==> src/iosd_pkg.sv <==
// constants, types and register map for the i/o status led display
//
// Behaviour
// - each 4-bit nibble becomes one hex digit; ten to fifteen show A b C d E F
// - segment mode: lowest digit segments a-e follow forward, reverse, three multipurpose inputs
// - segment mode: third digit segment a follows the transistor output contact
// - segment mode: fourth digit segment a lit while relay common meets normally-open
// - segment mode: all terminal inputs off shows segment g on all four digits
// - hex mode: 16-bit word, unassigned bits zero, top nibble on fourth digit
// - input word: forward bit 0, reverse bit 1, multipurpose inputs bits 2 to 4
// - comm forward, reverse, alarm reset at bits 13-15; second digit f, g, dp
// - output word: transistor output at bit 0, one when closed
// - output word: relay contact at bit 8, one when common meets normally-open
// - under communication control commanded inputs show uninverted, original command signals
// - item 0 terminals, 1 comm status, 2-4 voltage, current, meter readings
// - running mode after power-on; i/o check only at full-menu level
`default_nettype none
package iosd_pkg;

  // -------------------------------------------------------------
  // register offsets
  // -------------------------------------------------------------
  localparam logic [7:0] REG_CTRL = 8'h00;
  localparam logic [7:0] REG_ITEM = 8'h04;
  localparam logic [7:0] REG_CMD = 8'h08;
  localparam logic [7:0] REG_IN_WORD = 8'h0c;
  localparam logic [7:0] REG_OUT_WORD = 8'h10;
  localparam logic [7:0] REG_STATE = 8'h14;

  // -------------------------------------------------------------
  // field positions
  // -------------------------------------------------------------
  localparam int CTRL_HEX_BIT = 0;
  localparam int CTRL_OUTSEL_BIT = 1;
  localparam int CTRL_LEVEL_LSB = 4;
  localparam int CMD_FWD_BIT = 0;
  localparam int CMD_REV_BIT = 1;
  localparam int CMD_X1_BIT = 2;
  localparam int CMD_X3_BIT = 4;
  localparam int CMD_XF_BIT = 5;
  localparam int CMD_XR_BIT = 6;
  localparam int CMD_RST_BIT = 7;
  localparam int WORD_XF_BIT = 13;
  localparam int WORD_XR_BIT = 14;
  localparam int WORD_RST_BIT = 15;
  localparam int WORD_RELAY_BIT = 8;
  localparam int WORD_TRANS_BIT = 0;
  localparam int SEG_G_BIT = 6;
  localparam int SEG_DP_BIT = 7;
  localparam int SEG_F_BIT = 5;

  // -------------------------------------------------------------
  // reset values and codes
  // -------------------------------------------------------------
  localparam logic [1:0] LEVEL_RESET = 2'h0;
  localparam logic [1:0] LEVEL_FULL = 2'h2;
  localparam logic [2:0] ITEM_TERMINAL = 3'h0;
  localparam logic [2:0] ITEM_COMM = 3'h1;
  localparam logic [2:0] ITEM_VOLTAGE = 3'h2;
  localparam logic [2:0] ITEM_CURRENT = 3'h3;
  localparam logic [2:0] ITEM_METER = 3'h4;
  localparam logic [7:0] CMD_RESET = 8'h00;
  localparam logic [7:0] SEG_DARK = 8'h00;
  localparam logic [7:0] SEG_DASH = 8'h40;
  localparam logic [7:0] SEG_UNDERSCORE = 8'h08;
  localparam logic [3:0] MENU_NUMBER = 4'h4;

  // -------------------------------------------------------------
  // keypad state
  // -------------------------------------------------------------
  typedef enum logic [1:0] {
    ST_RUNNING,
    ST_IO_LIST,
    ST_IO_SHOW
  } iosd_state_e;

endpackage
`default_nettype wire

==> src/iosd_sync.sv <==
// two flip-flop synchroniser for pin inputs
`timescale 1ns/1ps
`default_nettype none
module iosd_sync #(
  parameter int WIDTH = 1
) (
  input wire logic mclk,
  input wire logic rst,
  input wire logic [WIDTH-1:0] async_in,
  output logic [WIDTH-1:0] sync_out
);

  logic [WIDTH-1:0] meta_r;
  logic [WIDTH-1:0] sync_r;

  always_ff @(posedge mclk or posedge rst) begin
    if (rst) begin
      meta_r <= '0;
      sync_r <= '0;
    end else begin
      meta_r <= async_in;
      sync_r <= meta_r;
    end
  end

  assign sync_out = sync_r;

endmodule
`default_nettype wire

==> src/iosd_hex_digits.sv <==
// splits a 16-bit word into four seven-segment hex glyphs
`timescale 1ns/1ps
`default_nettype none
module iosd_hex_digits (
  input wire logic [15:0] word,
  output logic [7:0] digit1,
  output logic [7:0] digit2,
  output logic [7:0] digit3,
  output logic [7:0] digit4
);

  // segment order dp g f e d c b a, high is lit
  function automatic logic [7:0] glyph(input logic [3:0] nib);
    logic [7:0] seg;
    seg = 8'h00;
    case (nib)
      4'h0: seg = 8'h3f;
      4'h1: seg = 8'h06;
      4'h2: seg = 8'h5b;
      4'h3: seg = 8'h4f;
      4'h4: seg = 8'h66;
      4'h5: seg = 8'h6d;
      4'h6: seg = 8'h7d;
      4'h7: seg = 8'h07;
      4'h8: seg = 8'h7f;
      4'h9: seg = 8'h6f;
      4'ha: seg = 8'h77;
      4'hb: seg = 8'h7c;
      4'hc: seg = 8'h39;
      4'hd: seg = 8'h5e;
      4'he: seg = 8'h79;
      4'hf: seg = 8'h71;
      default: seg = 8'h00;
    endcase
    return seg;
  endfunction

  assign digit1 = glyph(word[3:0]);
  assign digit2 = glyph(word[7:4]);
  assign digit3 = glyph(word[11:8]);
  assign digit4 = glyph(word[15:12]);

endmodule
`default_nettype wire

==> src/iosd_display.sv <==
// i/o check status word builder and four-digit led driver
//
// The address map and the strobed register port were left to the implementer.
`timescale 1ns/1ps
`default_nettype none
module iosd_display (
  input wire logic mclk,
  input wire logic rst,
  input wire logic forward_run_input,
  input wire logic reverse_run_input,
  input wire logic multipurpose_input_1,
  input wire logic multipurpose_input_2,
  input wire logic multipurpose_input_3,
  input wire logic transistor_output,
  input wire logic relay_contact_output,
  input wire logic key_program,
  input wire logic key_function,
  input wire logic key_up,
  input wire logic key_down,
  input wire logic [15:0] voltage_input_word,
  input wire logic [15:0] current_input_word,
  input wire logic [15:0] meter_output_word,
  input wire logic [7:0] reg_addr,
  input wire logic [31:0] reg_wdata,
  input wire logic reg_write,
  input wire logic reg_read,
  output logic [31:0] reg_rdata,
  output logic [7:0] led_digit1,
  output logic [7:0] led_digit2,
  output logic [7:0] led_digit3,
  output logic [7:0] led_digit4
);

  // -------------------------------------------------------------
  // pin synchronisation
  // -------------------------------------------------------------
  logic [10:0] pins_sync;

  iosd_sync #(.WIDTH(11)) u_sync (
    .mclk(mclk),
    .rst(rst),
    .async_in({key_down, key_up, key_function, key_program,
               relay_contact_output, transistor_output,
               multipurpose_input_3, multipurpose_input_2, multipurpose_input_1,
               reverse_run_input, forward_run_input}),
    .sync_out(pins_sync)
  );

  logic [4:0] term_in;
  logic trans_s;
  logic relay_s;
  logic [3:0] keys_s;
  assign term_in = pins_sync[4:0];
  assign trans_s = pins_sync[5];
  assign relay_s = pins_sync[6];
  assign keys_s = pins_sync[10:7];

  // -------------------------------------------------------------
  // key edge detection
  // -------------------------------------------------------------
  logic [3:0] keys_prev_r;
  logic [3:0] keys_prev_nxt;
  logic [3:0] key_press;

  always_comb begin
    keys_prev_nxt = keys_s;
    key_press = keys_s & ~keys_prev_r;
  end

  always_ff @(posedge mclk or posedge rst) begin
    if (rst) begin
      keys_prev_r <= 4'h0;
    end else begin
      keys_prev_r <= keys_prev_nxt;
    end
  end

  // -------------------------------------------------------------
  // registers and keypad state
  // -------------------------------------------------------------
  logic disp_hex_r;
  logic disp_hex_nxt;
  logic out_sel_r;
  logic out_sel_nxt;
  logic [1:0] level_r;
  logic [1:0] level_nxt;
  logic [2:0] item_r;
  logic [2:0] item_nxt;
  logic [7:0] cmd_r;
  logic [7:0] cmd_nxt;
  iosd_pkg::iosd_state_e state_r;
  iosd_pkg::iosd_state_e state_nxt;
  logic [31:0] rdata_r;
  logic [31:0] rdata_nxt;
  logic [15:0] in_word;
  logic [15:0] out_word;

  always_comb begin
    disp_hex_nxt = disp_hex_r;
    out_sel_nxt = out_sel_r;
    level_nxt = level_r;
    item_nxt = item_r;
    cmd_nxt = cmd_r;
    state_nxt = state_r;
    case (state_r)
      iosd_pkg::ST_RUNNING: begin
        if (key_press[0] && level_r == iosd_pkg::LEVEL_FULL) begin
          state_nxt = iosd_pkg::ST_IO_LIST;
        end
      end
      iosd_pkg::ST_IO_LIST: begin
        if (key_press[0]) begin
          state_nxt = iosd_pkg::ST_RUNNING;
        end else if (key_press[1]) begin
          state_nxt = iosd_pkg::ST_IO_SHOW;
        end else if (key_press[2]) begin
          item_nxt = (item_r == iosd_pkg::ITEM_METER) ? iosd_pkg::ITEM_TERMINAL : item_r + 3'h1;
        end else if (key_press[3]) begin
          item_nxt = (item_r == iosd_pkg::ITEM_TERMINAL) ? iosd_pkg::ITEM_METER : item_r - 3'h1;
        end
      end
      iosd_pkg::ST_IO_SHOW: begin
        if (key_press[0] || key_press[1]) begin
          state_nxt = iosd_pkg::ST_IO_LIST;
        end
      end
      default: state_nxt = iosd_pkg::ST_RUNNING;
    endcase
    // leaving full-menu level drops back to running
    if (level_r != iosd_pkg::LEVEL_FULL) begin
      state_nxt = iosd_pkg::ST_RUNNING;
    end
    if (reg_write) begin
      case (reg_addr)
        iosd_pkg::REG_CTRL: begin
          disp_hex_nxt = reg_wdata[iosd_pkg::CTRL_HEX_BIT];
          out_sel_nxt = reg_wdata[iosd_pkg::CTRL_OUTSEL_BIT];
          level_nxt = reg_wdata[iosd_pkg::CTRL_LEVEL_LSB +: 2];
        end
        iosd_pkg::REG_ITEM: begin
          if (reg_wdata[2:0] <= iosd_pkg::ITEM_METER) begin
            item_nxt = reg_wdata[2:0];
          end
        end
        iosd_pkg::REG_CMD: cmd_nxt = reg_wdata[7:0];
        default: cmd_nxt = cmd_r;
      endcase
    end
    rdata_nxt = 32'h0000_0000;
    if (reg_read) begin
      case (reg_addr)
        iosd_pkg::REG_CTRL: rdata_nxt = {26'h000_0000, level_r, 2'h0, out_sel_r, disp_hex_r};
        iosd_pkg::REG_ITEM: rdata_nxt = {29'h0000_0000, item_r};
        iosd_pkg::REG_CMD: rdata_nxt = {24'h00_0000, cmd_r};
        iosd_pkg::REG_IN_WORD: rdata_nxt = {16'h0000, in_word};
        iosd_pkg::REG_OUT_WORD: rdata_nxt = {16'h0000, out_word};
        iosd_pkg::REG_STATE: rdata_nxt = {30'h0000_0000, state_r};
        default: rdata_nxt = 32'h0000_0000;
      endcase
    end
  end

  always_ff @(posedge mclk or posedge rst) begin
    if (rst) begin
      disp_hex_r <= 1'b0;
      out_sel_r <= 1'b0;
      level_r <= iosd_pkg::LEVEL_RESET;
      item_r <= iosd_pkg::ITEM_TERMINAL;
      cmd_r <= iosd_pkg::CMD_RESET;
      state_r <= iosd_pkg::ST_RUNNING;
      rdata_r <= 32'h0000_0000;
    end else begin
      disp_hex_r <= disp_hex_nxt;
      out_sel_r <= out_sel_nxt;
      level_r <= level_nxt;
      item_r <= item_nxt;
      cmd_r <= cmd_nxt;
      state_r <= state_nxt;
      rdata_r <= rdata_nxt;
    end
  end

  assign reg_rdata = rdata_r;

  // -------------------------------------------------------------
  // status words
  // -------------------------------------------------------------
  logic comm_mode;
  logic [4:0] shown_in;
  logic [2:0] comm_only;

  always_comb begin
    comm_mode = (item_r == iosd_pkg::ITEM_COMM);
    // commanded inputs taken straight from the command bits, no inversion
    shown_in = comm_mode ? cmd_r[iosd_pkg::CMD_X3_BIT:iosd_pkg::CMD_FWD_BIT] : term_in;
    comm_only = comm_mode ? {cmd_r[iosd_pkg::CMD_RST_BIT], cmd_r[iosd_pkg::CMD_XR_BIT],
                             cmd_r[iosd_pkg::CMD_XF_BIT]} : 3'h0;
    in_word = 16'h0000;
    in_word[4:0] = shown_in;
    in_word[iosd_pkg::WORD_XF_BIT] = comm_only[0];
    in_word[iosd_pkg::WORD_XR_BIT] = comm_only[1];
    in_word[iosd_pkg::WORD_RST_BIT] = comm_only[2];
    out_word = 16'h0000;
    out_word[iosd_pkg::WORD_TRANS_BIT] = trans_s;
    out_word[iosd_pkg::WORD_RELAY_BIT] = relay_s;
  end

  // -------------------------------------------------------------
  // digit selection
  // -------------------------------------------------------------
  logic [15:0] hex_word;
  logic [7:0] hex1;
  logic [7:0] hex2;
  logic [7:0] hex3;
  logic [7:0] hex4;

  always_comb begin
    case (item_r)
      iosd_pkg::ITEM_VOLTAGE: hex_word = voltage_input_word;
      iosd_pkg::ITEM_CURRENT: hex_word = current_input_word;
      iosd_pkg::ITEM_METER: hex_word = meter_output_word;
      default: hex_word = out_sel_r ? out_word : in_word;
    endcase
    if (state_r == iosd_pkg::ST_IO_LIST) begin
      hex_word = {iosd_pkg::MENU_NUMBER, 9'h000, item_r};
    end
  end

  iosd_hex_digits u_hex (
    .word(hex_word),
    .digit1(hex1),
    .digit2(hex2),
    .digit3(hex3),
    .digit4(hex4)
  );

  logic [7:0] seg1_r;
  logic [7:0] seg2_r;
  logic [7:0] seg3_r;
  logic [7:0] seg4_r;
  logic [7:0] seg1_nxt;
  logic [7:0] seg2_nxt;
  logic [7:0] seg3_nxt;
  logic [7:0] seg4_nxt;

  always_comb begin
    seg1_nxt = iosd_pkg::SEG_DARK;
    seg2_nxt = iosd_pkg::SEG_DARK;
    seg3_nxt = iosd_pkg::SEG_DARK;
    seg4_nxt = iosd_pkg::SEG_DARK;
    case (state_r)
      iosd_pkg::ST_IO_LIST: begin
        seg1_nxt = hex1;
        seg2_nxt = hex2;
        seg3_nxt = iosd_pkg::SEG_UNDERSCORE;
        seg4_nxt = hex4;
      end
      iosd_pkg::ST_IO_SHOW: begin
        if (item_r > iosd_pkg::ITEM_COMM || disp_hex_r) begin
          seg1_nxt = hex1;
          seg2_nxt = hex2;
          seg3_nxt = hex3;
          seg4_nxt = hex4;
        end else if (shown_in == 5'h00 && comm_only == 3'h0) begin
          seg1_nxt = iosd_pkg::SEG_DASH;
          seg2_nxt = iosd_pkg::SEG_DASH;
          seg3_nxt = iosd_pkg::SEG_DASH;
          seg4_nxt = iosd_pkg::SEG_DASH;
        end else begin
          seg1_nxt = {3'h0, shown_in};
          seg2_nxt[iosd_pkg::SEG_F_BIT] = comm_only[0];
          seg2_nxt[iosd_pkg::SEG_G_BIT] = comm_only[1];
          seg2_nxt[iosd_pkg::SEG_DP_BIT] = comm_only[2];
          seg3_nxt[0] = trans_s;
          seg4_nxt[0] = relay_s;
        end
      end
      default: seg1_nxt = iosd_pkg::SEG_DARK;
    endcase
  end

  always_ff @(posedge mclk or posedge rst) begin
    if (rst) begin
      seg1_r <= iosd_pkg::SEG_DARK;
      seg2_r <= iosd_pkg::SEG_DARK;
      seg3_r <= iosd_pkg::SEG_DARK;
      seg4_r <= iosd_pkg::SEG_DARK;
    end else begin
      seg1_r <= seg1_nxt;
      seg2_r <= seg2_nxt;
      seg3_r <= seg3_nxt;
      seg4_r <= seg4_nxt;
    end
  end

  assign led_digit1 = seg1_r;
  assign led_digit2 = seg2_r;
  assign led_digit3 = seg3_r;
  assign led_digit4 = seg4_r;

endmodule
`default_nettype wire

==> config.mk <==
export PLATFORM = sky130hd
export DESIGN_NAME = iosd_display
export DESIGN_NICKNAME = d
export VERILOG_FILES = /design/src/iosd_pkg.sv /design/src/iosd_sync.sv /design/src/iosd_hex_digits.sv /design/src/iosd_display.sv
export SDC_FILE = /design/constraint.sdc
export NUM_CORES = 1
export LEC_CHECK = 0
export BUFFER_PORTS_ARGS = -buffer_cell sky130_fd_sc_hd__buf_2
export CORE_MARGIN = 3
export CORE_UTILIZATION = 43
export CTS_CLUSTER_DIAMETER = 200
export DETAILED_ROUTE_END_ITERATION = 6
export PLACE_DENSITY = 0.74
export SLEW_MARGIN = 20
export SYNTH_ARGS = -nofsm -noshare
export SYNTH_HDL_FRONTEND = slang
export SYNTH_SLANG_ARGS = --single-unit
==> constraint.sdc <==
create_clock -name mclk -period 4.2 [get_ports mclk]
set_input_delay 0.84 -clock mclk [delete_from_list [all_inputs] [get_ports mclk]]
set_output_delay 0.84 -clock mclk [all_outputs]
set_load 0.005 [all_outputs]
# Word level (Yosys, flattened, before mapping)
# Memory sizes are Yosys's and may differ from the RTL's.
# Index checks and enable logic that the tools add are counted.
[word_totals]
wordCells = 88
ram_bits = 0
romBits = 448
mem_count = 4
latch_bits = 0
register_bits = 107
[memory_table]
columns = ["memory", "words", "width", "rd", "rd_clocked_by_memory_dff", "write_ports", "line", "source"]
rows = [
  ["(name not given)", 16, 7, 1, 0, 0, "iosd_hex_digits.sv:16", "case (nib)"],
  ["(name not given)", 16, 7, 1, 0, 0, "iosd_hex_digits.sv:16", ""],
  ["(name not given)", 16, 7, 1, 0, 0, "iosd_hex_digits.sv:16", ""],
  ["(name not given)", 16, 7, 1, 0, 0, "iosd_hex_digits.sv:16", ""],
]
[classes]
add_sub_neg = 2
n_eq_ne = 16
div = 0
magnitude_cmp = 2
reduce_logical = 12
shifts = 0
bitwise_logic = 2
multipliers = 0
mux = 36
[op_table]
columns = ["op", "n"]
rows = [
  ["case mux 16 bit (6 select lines)", 1],
  ["case mux 8 bit (2 select lines)", 4],
  ["2-to-1 mux 16 bit", 3],
  ["case mux 16 bit (3 select lines)", 1],
  ["2-to-1 mux 3 bit", 12],
  ["2-to-1 mux 8 bit", 4],
  ["equality test 8 x 4 -> 1 bit, second input constant", 2],
  ["equality test 8 x 5 -> 1 bit, second input constant", 2],
  ["2-to-1 mux 2 bit", 5],
  ["equality test 8 x 3 -> 1 bit, second input constant", 1],
  ["logical NOT 8 bit", 1],
  ["2-to-1 mux 7 bit", 1],
  ["equality test 3 x 2 -> 1 bit, second input constant", 2],
  ["logical NOT 3 bit", 2],
  ["2-to-1 mux 6 bit", 1],
  ["inequality test 3 bit, second input constant", 2],
  ["case mux 2 bit (3 select lines)", 1],
  ["logical NOT 5 bit", 1],
  ["2-to-1 mux 5 bit", 1],
  ["AND 4 bit", 1],
  ["equality test 2 bit, second input constant", 2],
  ["inequality test 4 bit, second input constant", 1],
  ["NOT 4 bit", 1],
  ["AND reduction 2 bit", 2],
  ["13 further kinds", 16],
]

# Logic depth before layout (Yosys ltp)
# Gate-level depths: netlist (run 1).
[logic_depth]
depth_word = 10
mapped_depth = 15
ltp_nobuf = 12

# Modules after synthesis
# From an unflattened synthesis (run 1), not the netlist that was laid out.
[unflattened]
cells_unflattened = 496
area_unflattened_um2 = 4998.5
[modules_own_cells]
columns = ["mod", "cells_per_inst", "seq_area_each_um2", "instances", "area_per_inst_um2"]
rows = [
  ["iosd_display", 335, 1626.6, 1, 3417.0],
  ["iosd_hex_digits", 138, 0.0, 1, 1027.2],
  ["iosd_sync", 23, 550.5, 1, 554.3],
]

# Worst setup path after synthesis (run 1)
# Ideal clock, no wire load.
[synth_path]
path_type = "register -> register"
startpoint = "reg item_r[2]"
endpoint = "reg seg1_r[1] (netlist: led_digit1[1])"
stages_incl_launch_ff = 14
slack_ns = 1.184
n_path_buf = 4
required_time_ns = 4.069
arrival_ns = 2.885
cell_sequence = "dfrtp_1 buf_2 buf_2 inv_1 ha_1 clkbuf_1 clkbuf_1 a222oi_1 a221oi_1 inv_1 ha_1 mux2_2 o221ai_1 o21ai_0"
[synth_via]
elab_chain_len = 8
elab_cells_between_ends = 18
[synth_rtl]
columns = ["element", "line", "source"]
rows = [
  ["start, declared", "iosd_display.sv:87", "logic [2:0] item_r;"],
  ["start signal, assigned", "iosd_display.sv:168", "item_r <= iosd_pkg::ITEM_TERMINAL;"],
  ["start signal, assigned", "iosd_display.sv:176", "item_r <= item_nxt;"],
  ["equality test 3 x 1 -> 1 bit", "iosd_display.sv:193", "comm_mode = (item_r == iosd_pkg::ITEM_COMM);"],
  ["2-to-1 mux 5 bit", "iosd_display.sv:195", "shown_in = comm_mode ? cmd_r[iosd_pkg::CMD_X3_BIT:iosd_pkg::CMD_FWD_BIT] : term_in;"],
  ["2-to-1 mux 16 bit", "iosd_display.sv:222", "default: hex_word = out_sel_r ? out_word : in_word;"],
  ["case mux 16 bit (3 select lines)", "iosd_display.sv:218", "case (item_r)"],
  ["2-to-1 mux 16 bit", "iosd_display.sv:224", "if (state_r == iosd_pkg::ST_IO_LIST) begin"],
  ["memory (16 x 7 bit)", "n/a", ""],
  ["2-to-1 mux 8 bit", "iosd_display.sv:259", "if (item_r > iosd_pkg::ITEM_COMM || disp_hex_r) begin"],
  ["case mux 8 bit (2 select lines) (*)", "iosd_display.sv:251", "case (state_r)"],
  ["via seg1_nxt[1]", "iosd_display.sv:241", "logic [7:0] seg1_nxt;"],
  ["end signal, assigned", "iosd_display.sv:284", "seg1_r <= iosd_pkg::SEG_DARK;"],
  ["end signal, assigned", "iosd_display.sv:289", "seg1_r <= seg1_nxt;"],
  ["end, declared", "iosd_display.sv:237", "logic [7:0] seg1_r;"],
]
# Mark *: on every way through the listed nets, which the timed path passes. The rest lies on a longest branch.
# A chain may end at the register's enable or synchronous reset.

# Worst setup path after layout (run 1)
[layout_path]
startpoint = "reg item_r[0]"
endpoint = "reg seg1_r[1] (netlist: led_digit1[1])"
# Same word-level chain as after synthesis.

==> results_dict.tcl, run 1 <==
set metrics [dict create \
    yosys_warnings 0 \
    synth_ff_type "dfrtp_1" \
    cts_tree "yes" \
    syn2layout_area_growth_pct 18.8 \
    fin_setup_tns_ps 0 \
    io-pin-count 167 \
    reg2reg_slack_ps 650 \
    r2r_start "item_r[0]" \
    syn-instance-count 504 \
    numPortBuffers 119 \
    synth-edff-count 0 \
    cp_max_fo 11 \
    status "finished clean" \
    switchingPower_uw 857 \
    cts_hold_buffers 0 \
    drt-pass1-iter-count 5 \
    internal_power_uw 1600 \
    worst_pin_slew_ps 954 \
    routedWlPerCell_um 17.8 \
    clock_skew_ps 8.81 \
    netlist_area_sq_um 5010 \
    async_flop_share 1.00 \
    via_per_inst 5.69 \
    fin_ws_ps 654 \
    cellPowerDensity_nw_per_um2 413 \
    gr-usage-all-layers 0.207 \
    totalWireLength_mm 13.6 \
    clkSinkCount 84 \
    min_period_over_period 0.844 \
    p_comb_frac 0.329 \
    drive_above_1_share 0.287 \
    p_seq_frac 0.345 \
    start_util 0.450 \
    cts_setup_buffers 0 \
    period_minus_slack_ps 3550 \
    worstPathArrival_ps 3740 \
    max_freq_mhz 282 \
    crit_path_start_kind "flop" \
    endpoint_kind "flop" \
    cp.required_ps 4400 \
    vias 4341 \
    num_rows 38 \
    post-route-drc-count 0 \
    grt-ovfl-total 0 \
    post_cts_resized 0 \
    setup_viol 0 \
    place_congestion 0.939 \
    dieArea_sq_um 13000 \
    clk_path_buf_depth 2 \
    clk_pin_slew_ps 60 \
    antenna_found_initial 0 \
    hold_viol 0 \
    coreArea_sq_um 11100 \
    hpwlAfterDp_mm 10.3 \
    ys_ff_latch 84 \
    p_clk_frac 0.325 \
    synth_cell_types 67 \
    power_switching_share 0.349 \
    grt_max_degree 64 \
    clock_latency_ps 350 \
    grt_pass1_wl_mm 21.1 \
    crit_type "flop to flop" \
    power_leakage_uw 0.00297 \
    drtIter0Drc 274 \
    grt_setup_unrepaired "false" \
    diodes 0 \
    whs_path_depth 0 \
    htree_levels 3 \
    min_path_type "flop to flop" \
    slew_headroom 0.364 \
    ir_drop_mv 0.222 \
    synth_area_per_cell_sq_um 9.94 \
    pre_cts_ws_ps 703 \
    reg2reg_to "led_digit1[1]" \
    cts_buffers 9 \
    cts_root_buf "clkbuf_16" \
    holdPathEnd "u_sync.sync_out[5]" \
    ant_nets 0 \
    finalMaxSlewViolations 0 \
    fin_nets 751 \
    reg2reg_depth 11 \
    die_y_um 114 \
    hold_start "u_sync.meta_r[5]" \
    maxCapViolations 0 \
    seq_area_frac_synth 0.419 \
    fp.dieW_um 114 \
    grt_pass1_vias 4193 \
]
[worst max-delay path: stages (launching register included)]
cell,delay (ps)
dfrtp_1,490
inv_1,150
ha_1,290
nor3_1,380
or3_1,470
a22oi_1,160
a21oi_1,460
inv_1,170
ha_1,240
mux2_2,270
o221ai_1,170
o21ai_0,150
[stage by stage]
| stage | cells | total power [uW] | instance area (sq um) | hold slack (ps) | utilization |
|---|---|---|---|---|---|
| after detailed placement | 747 | 1650 | 5650 | 335 | 0.508 |
| after global placement | 747 | 1630 | 5650 | 333 | 0.508 |
| after floorplan | 526 | 1470 | 5090 | 331 | - |
| after global routing | 763 | 2590 | 5950 | 356 | 0.535 |
| after CTS | 763 | 2460 | 5950 | 349 | 0.535 |
| final | 763 | 2460 | 5950 | 345 | 0.535 |
[cell type report]
cell class / instances / area [sq um]
fill: 1029 / 5170
multi-input combinational: 371 / 2610
sequential: 84 / 2100
timing repair buffer: 130 / 678
clock buffer: 9 / 225
tap: 140 / 175
inverter: 22 / 85.1
clock inverter: 7 / 75.1
[worst max-delay path by stage]
stage / from / end / slack, ps / cells after the start
after CTS: item_r[0] / led_digit1[1] / 690 / 11
after floorplan: item_r[2] / led_digit1[1] / 1180 / 13
after global routing: item_r[0] / led_digit1[1] / 460 / 11
after detailed placement: item_r[0] / led_digit1[1] / 700 / 11
final: item_r[0] / led_digit1[1] / 650 / 11
after global placement: item_r[0] / led_digit1[1] / 850 / 11
[power by group through the flow]
stage	Combinational (uW)	Clock (uW)	Sequential, uW
global route	890	851	851
floorplan	610	0	857
CTS	796	818	848
finish	809	800	848
global placement	766	0	862
detailed placement	791	0	863
[routing by layer]
layer / up-vias / global-route usage / share of wire
met5: - / 0 / 0
met1: 2081 / 0.282 / 0.44
li1: 2036 / - / -
met4: 0 / 0.0657 / 0.014
met3: 16 / 0.0403 / 0.083
met2: 208 / 0.332 / 0.46
[kinds of logic after synthesis]
kind of cell               synth area share
muxes                                0.0684
xor gates and xnor gates            0.00524
other                              0.000748
DFF                                   0.419
AOI/OAI and AO/OA                     0.204
and+or+nand+nor                       0.152
adders and majority gates            0.0749
buffers and inverters                0.0757
[cells in the mapped netlist, drive strengths merged (5+ instances only)]
cell type   n  share of area
nand2      35          0.027
clkbuf     12         0.0090
a21oi      20          0.020
a211oi      7          0.010
mux2i      14          0.028
buf        37          0.050
nand3      14          0.014
ha         30          0.075
mux2       18          0.040
nor2       36          0.027
o22ai       8          0.014
and2        6         0.0075
nand3b      5         0.0075
o211ai      5         0.0075
nor2b       9          0.011
nand2b     11          0.014
o21ai      19          0.019
nor3       17          0.018
a222oi     12          0.024
a311oi      5         0.0087
dfrtp      84           0.42
inv        22          0.016
a22oi       8          0.012
[registers in the layout (all words and copies together) (netlist names), 4 cells and up]
signal	cells
cmd_r	8
keys_prev_r	4
led_digit2	8
led_digit3	7
led_digit1	7
u_sync.sync_out	11
led_digit4	7
u_sync.meta_r	11
reg_rdata	12
[layout by cell type, fill, tap and decap left out, types with 12 or more instances in the layout]
cell,synthesis,layout
inv_1,20,19
ha_1,30,30
a222oi_1,12,12
nor2_1,36,36
mux2_2,17,17
buf_2,12,119
a21oi_1,20,20
nand3_1,14,14
nand2_1,34,34
o21ai_0,16,16
conb_1,1,23
nor3_1,16,16
dfrtp_1,84,84
mux2i_1,14,14
(Power assumes the default switching activity.)
==> inputs of run 2 (changes only) <==
clock period = 3.3 ns   (was 4.2 ns; I/O delays follow)
==> results_dict.tcl, run 2 (synthesized netlist as in run 1, its figures left out) <==
set metrics [dict create \
    fin_nets 767 \
    fin_setup_tns_ps 0 \
    cpMostUsedCell "ha_1" \
    setup_viol 0 \
    grt-ovfl-total 0 \
    drive_above_1_share 0.307 \
    cts_root_buf "clkbuf_16" \
    via_per_inst 5.61 \
    min_path_type "input port to async pin" \
    cellPowerDensity_nw_per_um2 512 \
    totalWireLength_mm 13.2 \
    numPortBuffers 119 \
    power_leakage_uw 0.00304 \
    clk_path_buf_depth 2 \
    grt_max_degree 31 \
    endpoint_kind "flop" \
    cp.required_ps 3560 \
    cp_slowest_cell "dfrtp_1" \
    hpwlAfterDp_mm 10.3 \
    cts_buffers 9 \
    power_uw 3110 \
    clock_skew_ps 7.25 \
    maxCapViolations 0 \
    final_cell_count_no_fill 779 \
    dieArea_sq_um 13000 \
    ant_nets 0 \
    routedWlPerCell_um 16.9 \
    largest_reg_flops 12 \
    drt-pass1-iter-count 6 \
    worst_pin_slew_ps 649 \
    finalMaxSlewViolations 0 \
    antenna_found_initial 0 \
    reg2reg_slack_ps 180 \
    slew_headroom 0.567 \
    gr-usage-all-layers 0.205 \
    grt_pass1_wl_mm 21.0 \
    max_freq_mhz 321 \
    clk_pin_slew_ps 60 \
    worstPathArrival_ps 3370 \
    cts_setup_buffers 0 \
    r2r_start "item_r[0]" \
    final_util 0.546 \
    die_y_um 114 \
    period_minus_slack_ps 3120 \
    ir_drop_mv 0.268 \
    crit_type "flop to flop" \
    start_util 0.450 \
    num_rows 38 \
    grt_pass1_vias 4241 \
    grt_setup_unrepaired "false" \
    clock_latency_ps 340 \
    syn2layout_area_growth_pct 21.1 \
    clkSinkCount 84 \
    post-place-cells 763 \
    crit_path_start_kind "flop" \
    vias 4367 \
    coreArea_sq_um 11100 \
    status "finished clean" \
    crit_chain "ha_1, ha_1, buf_4, a222oi_1, o22a_1, inv_1, ha_1, a21oi_1, mux2_1, o21ai_1" \
    cp_max_fo 8 \
    cts_tree "yes" \
    diodes 0 \
    io-pin-count 167 \
    htree_levels 3 \
    drtIter0Drc 239 \
    fp.dieW_um 114 \
    reg2reg_to "led_digit4[1]" \
    min_period_over_period 0.944 \
    post-route-drc-count 0 \
    reg2reg_depth 10 \
    slowest_delay_ps 470 \
    mostFrequentLayoutCell "buf_2" \
    place_congestion 0.909 \
    fillers 1007 \
    final_cell_mix "buf_2, dfrtp_1, nor2_1, nand2_1, ha_1" \
    hold_viol 0 \
]
-- run 2: cell types whose count changed in the layout (fill, tap and decap cells not counted), sizes merged --
cell,change
buf,+16
clkbuf,+3
clkinv,-2
bufinv,-1
clkinvlp,+1
inv,-1
-- run 2: cell type report --
cell class	count	area, sq um	area share
Multi-Input combinational cell	371	2620	0.431
Inverter	22	83.8	0.0138
Sequential cell	84	2100	0.346
Clock inverter	4	30.0	0.00495
Clock buffer	12	267	0.0439
Timing Repair Buffer	146	798	0.131
Tap cell	140	175	0.0289
-- run 2: how the worst max path moves through the flow --
| stage | depth (start not counted) | startpoint | slack (ps) | end |
|---|---|---|---|---|
| after floorplan | 13 | item_r[2] | 280 | led_digit1[1] |
| after global placement | 11 | item_r[0] | 230 | led_digit1[1] |
| after detailed placement | 11 | item_r[1] | 180 | led_digit1[1] |
| after CTS | 11 | item_r[1] | 160 | led_digit1[1] |
| after global routing | 12 | item_r[0] | 20 | led_digit1[4] |
| final | 10 | item_r[0] | 180 | led_digit4[1] |
-- run 2: report_power, final --
group	internal (uW)	switching, uW	total, uW
clock	574	405	979
combinational	423	624	1050
sequential	1060	26.8	1080
total	2050	1060	3110
-- run 2: layer usage --
layer,share of wire,vias to the layer above,track usage,routed length (um)
met2,0.46,216,0.332,6040
met3,0.090,18,0.0329,1180
li1,-,2075,-,-
met5,0,-,0,0
met4,0.019,0,0.0792,252
met1,0.43,2058,0.277,5690
-- run 2: critical path: cells and delay by family (launching register included) --
family	cells	cell delay, ps
adder cells (fa/ha/maj)	3	960
AO/OA/AOI/OAI	4	940
flip-flops	1	470
buffers and inverters	2	350
multiplexers	1	320
-- run 2: repair_timing --
item,CTS,global route
setup endpoints to repair,0,3
endpoints found under the hold margin,0,0
hold buffers,0,0
resized for setup,0,1
-- run 2: metrics by stage --
| stage | hold slack (ps) | instance area [sq um] | worst slack, ps |
|---|---|---|---|
| final | 324 | 6070 | 183 |
| after floorplan | 331 | 5090 | 284 |
| after detailed placement | 335 | 5770 | 182 |
| after global placement | 333 | 5770 | 228 |
| after global routing | 350 | 6070 | 15.8 |
| after CTS | 326 | 6070 | 158 |
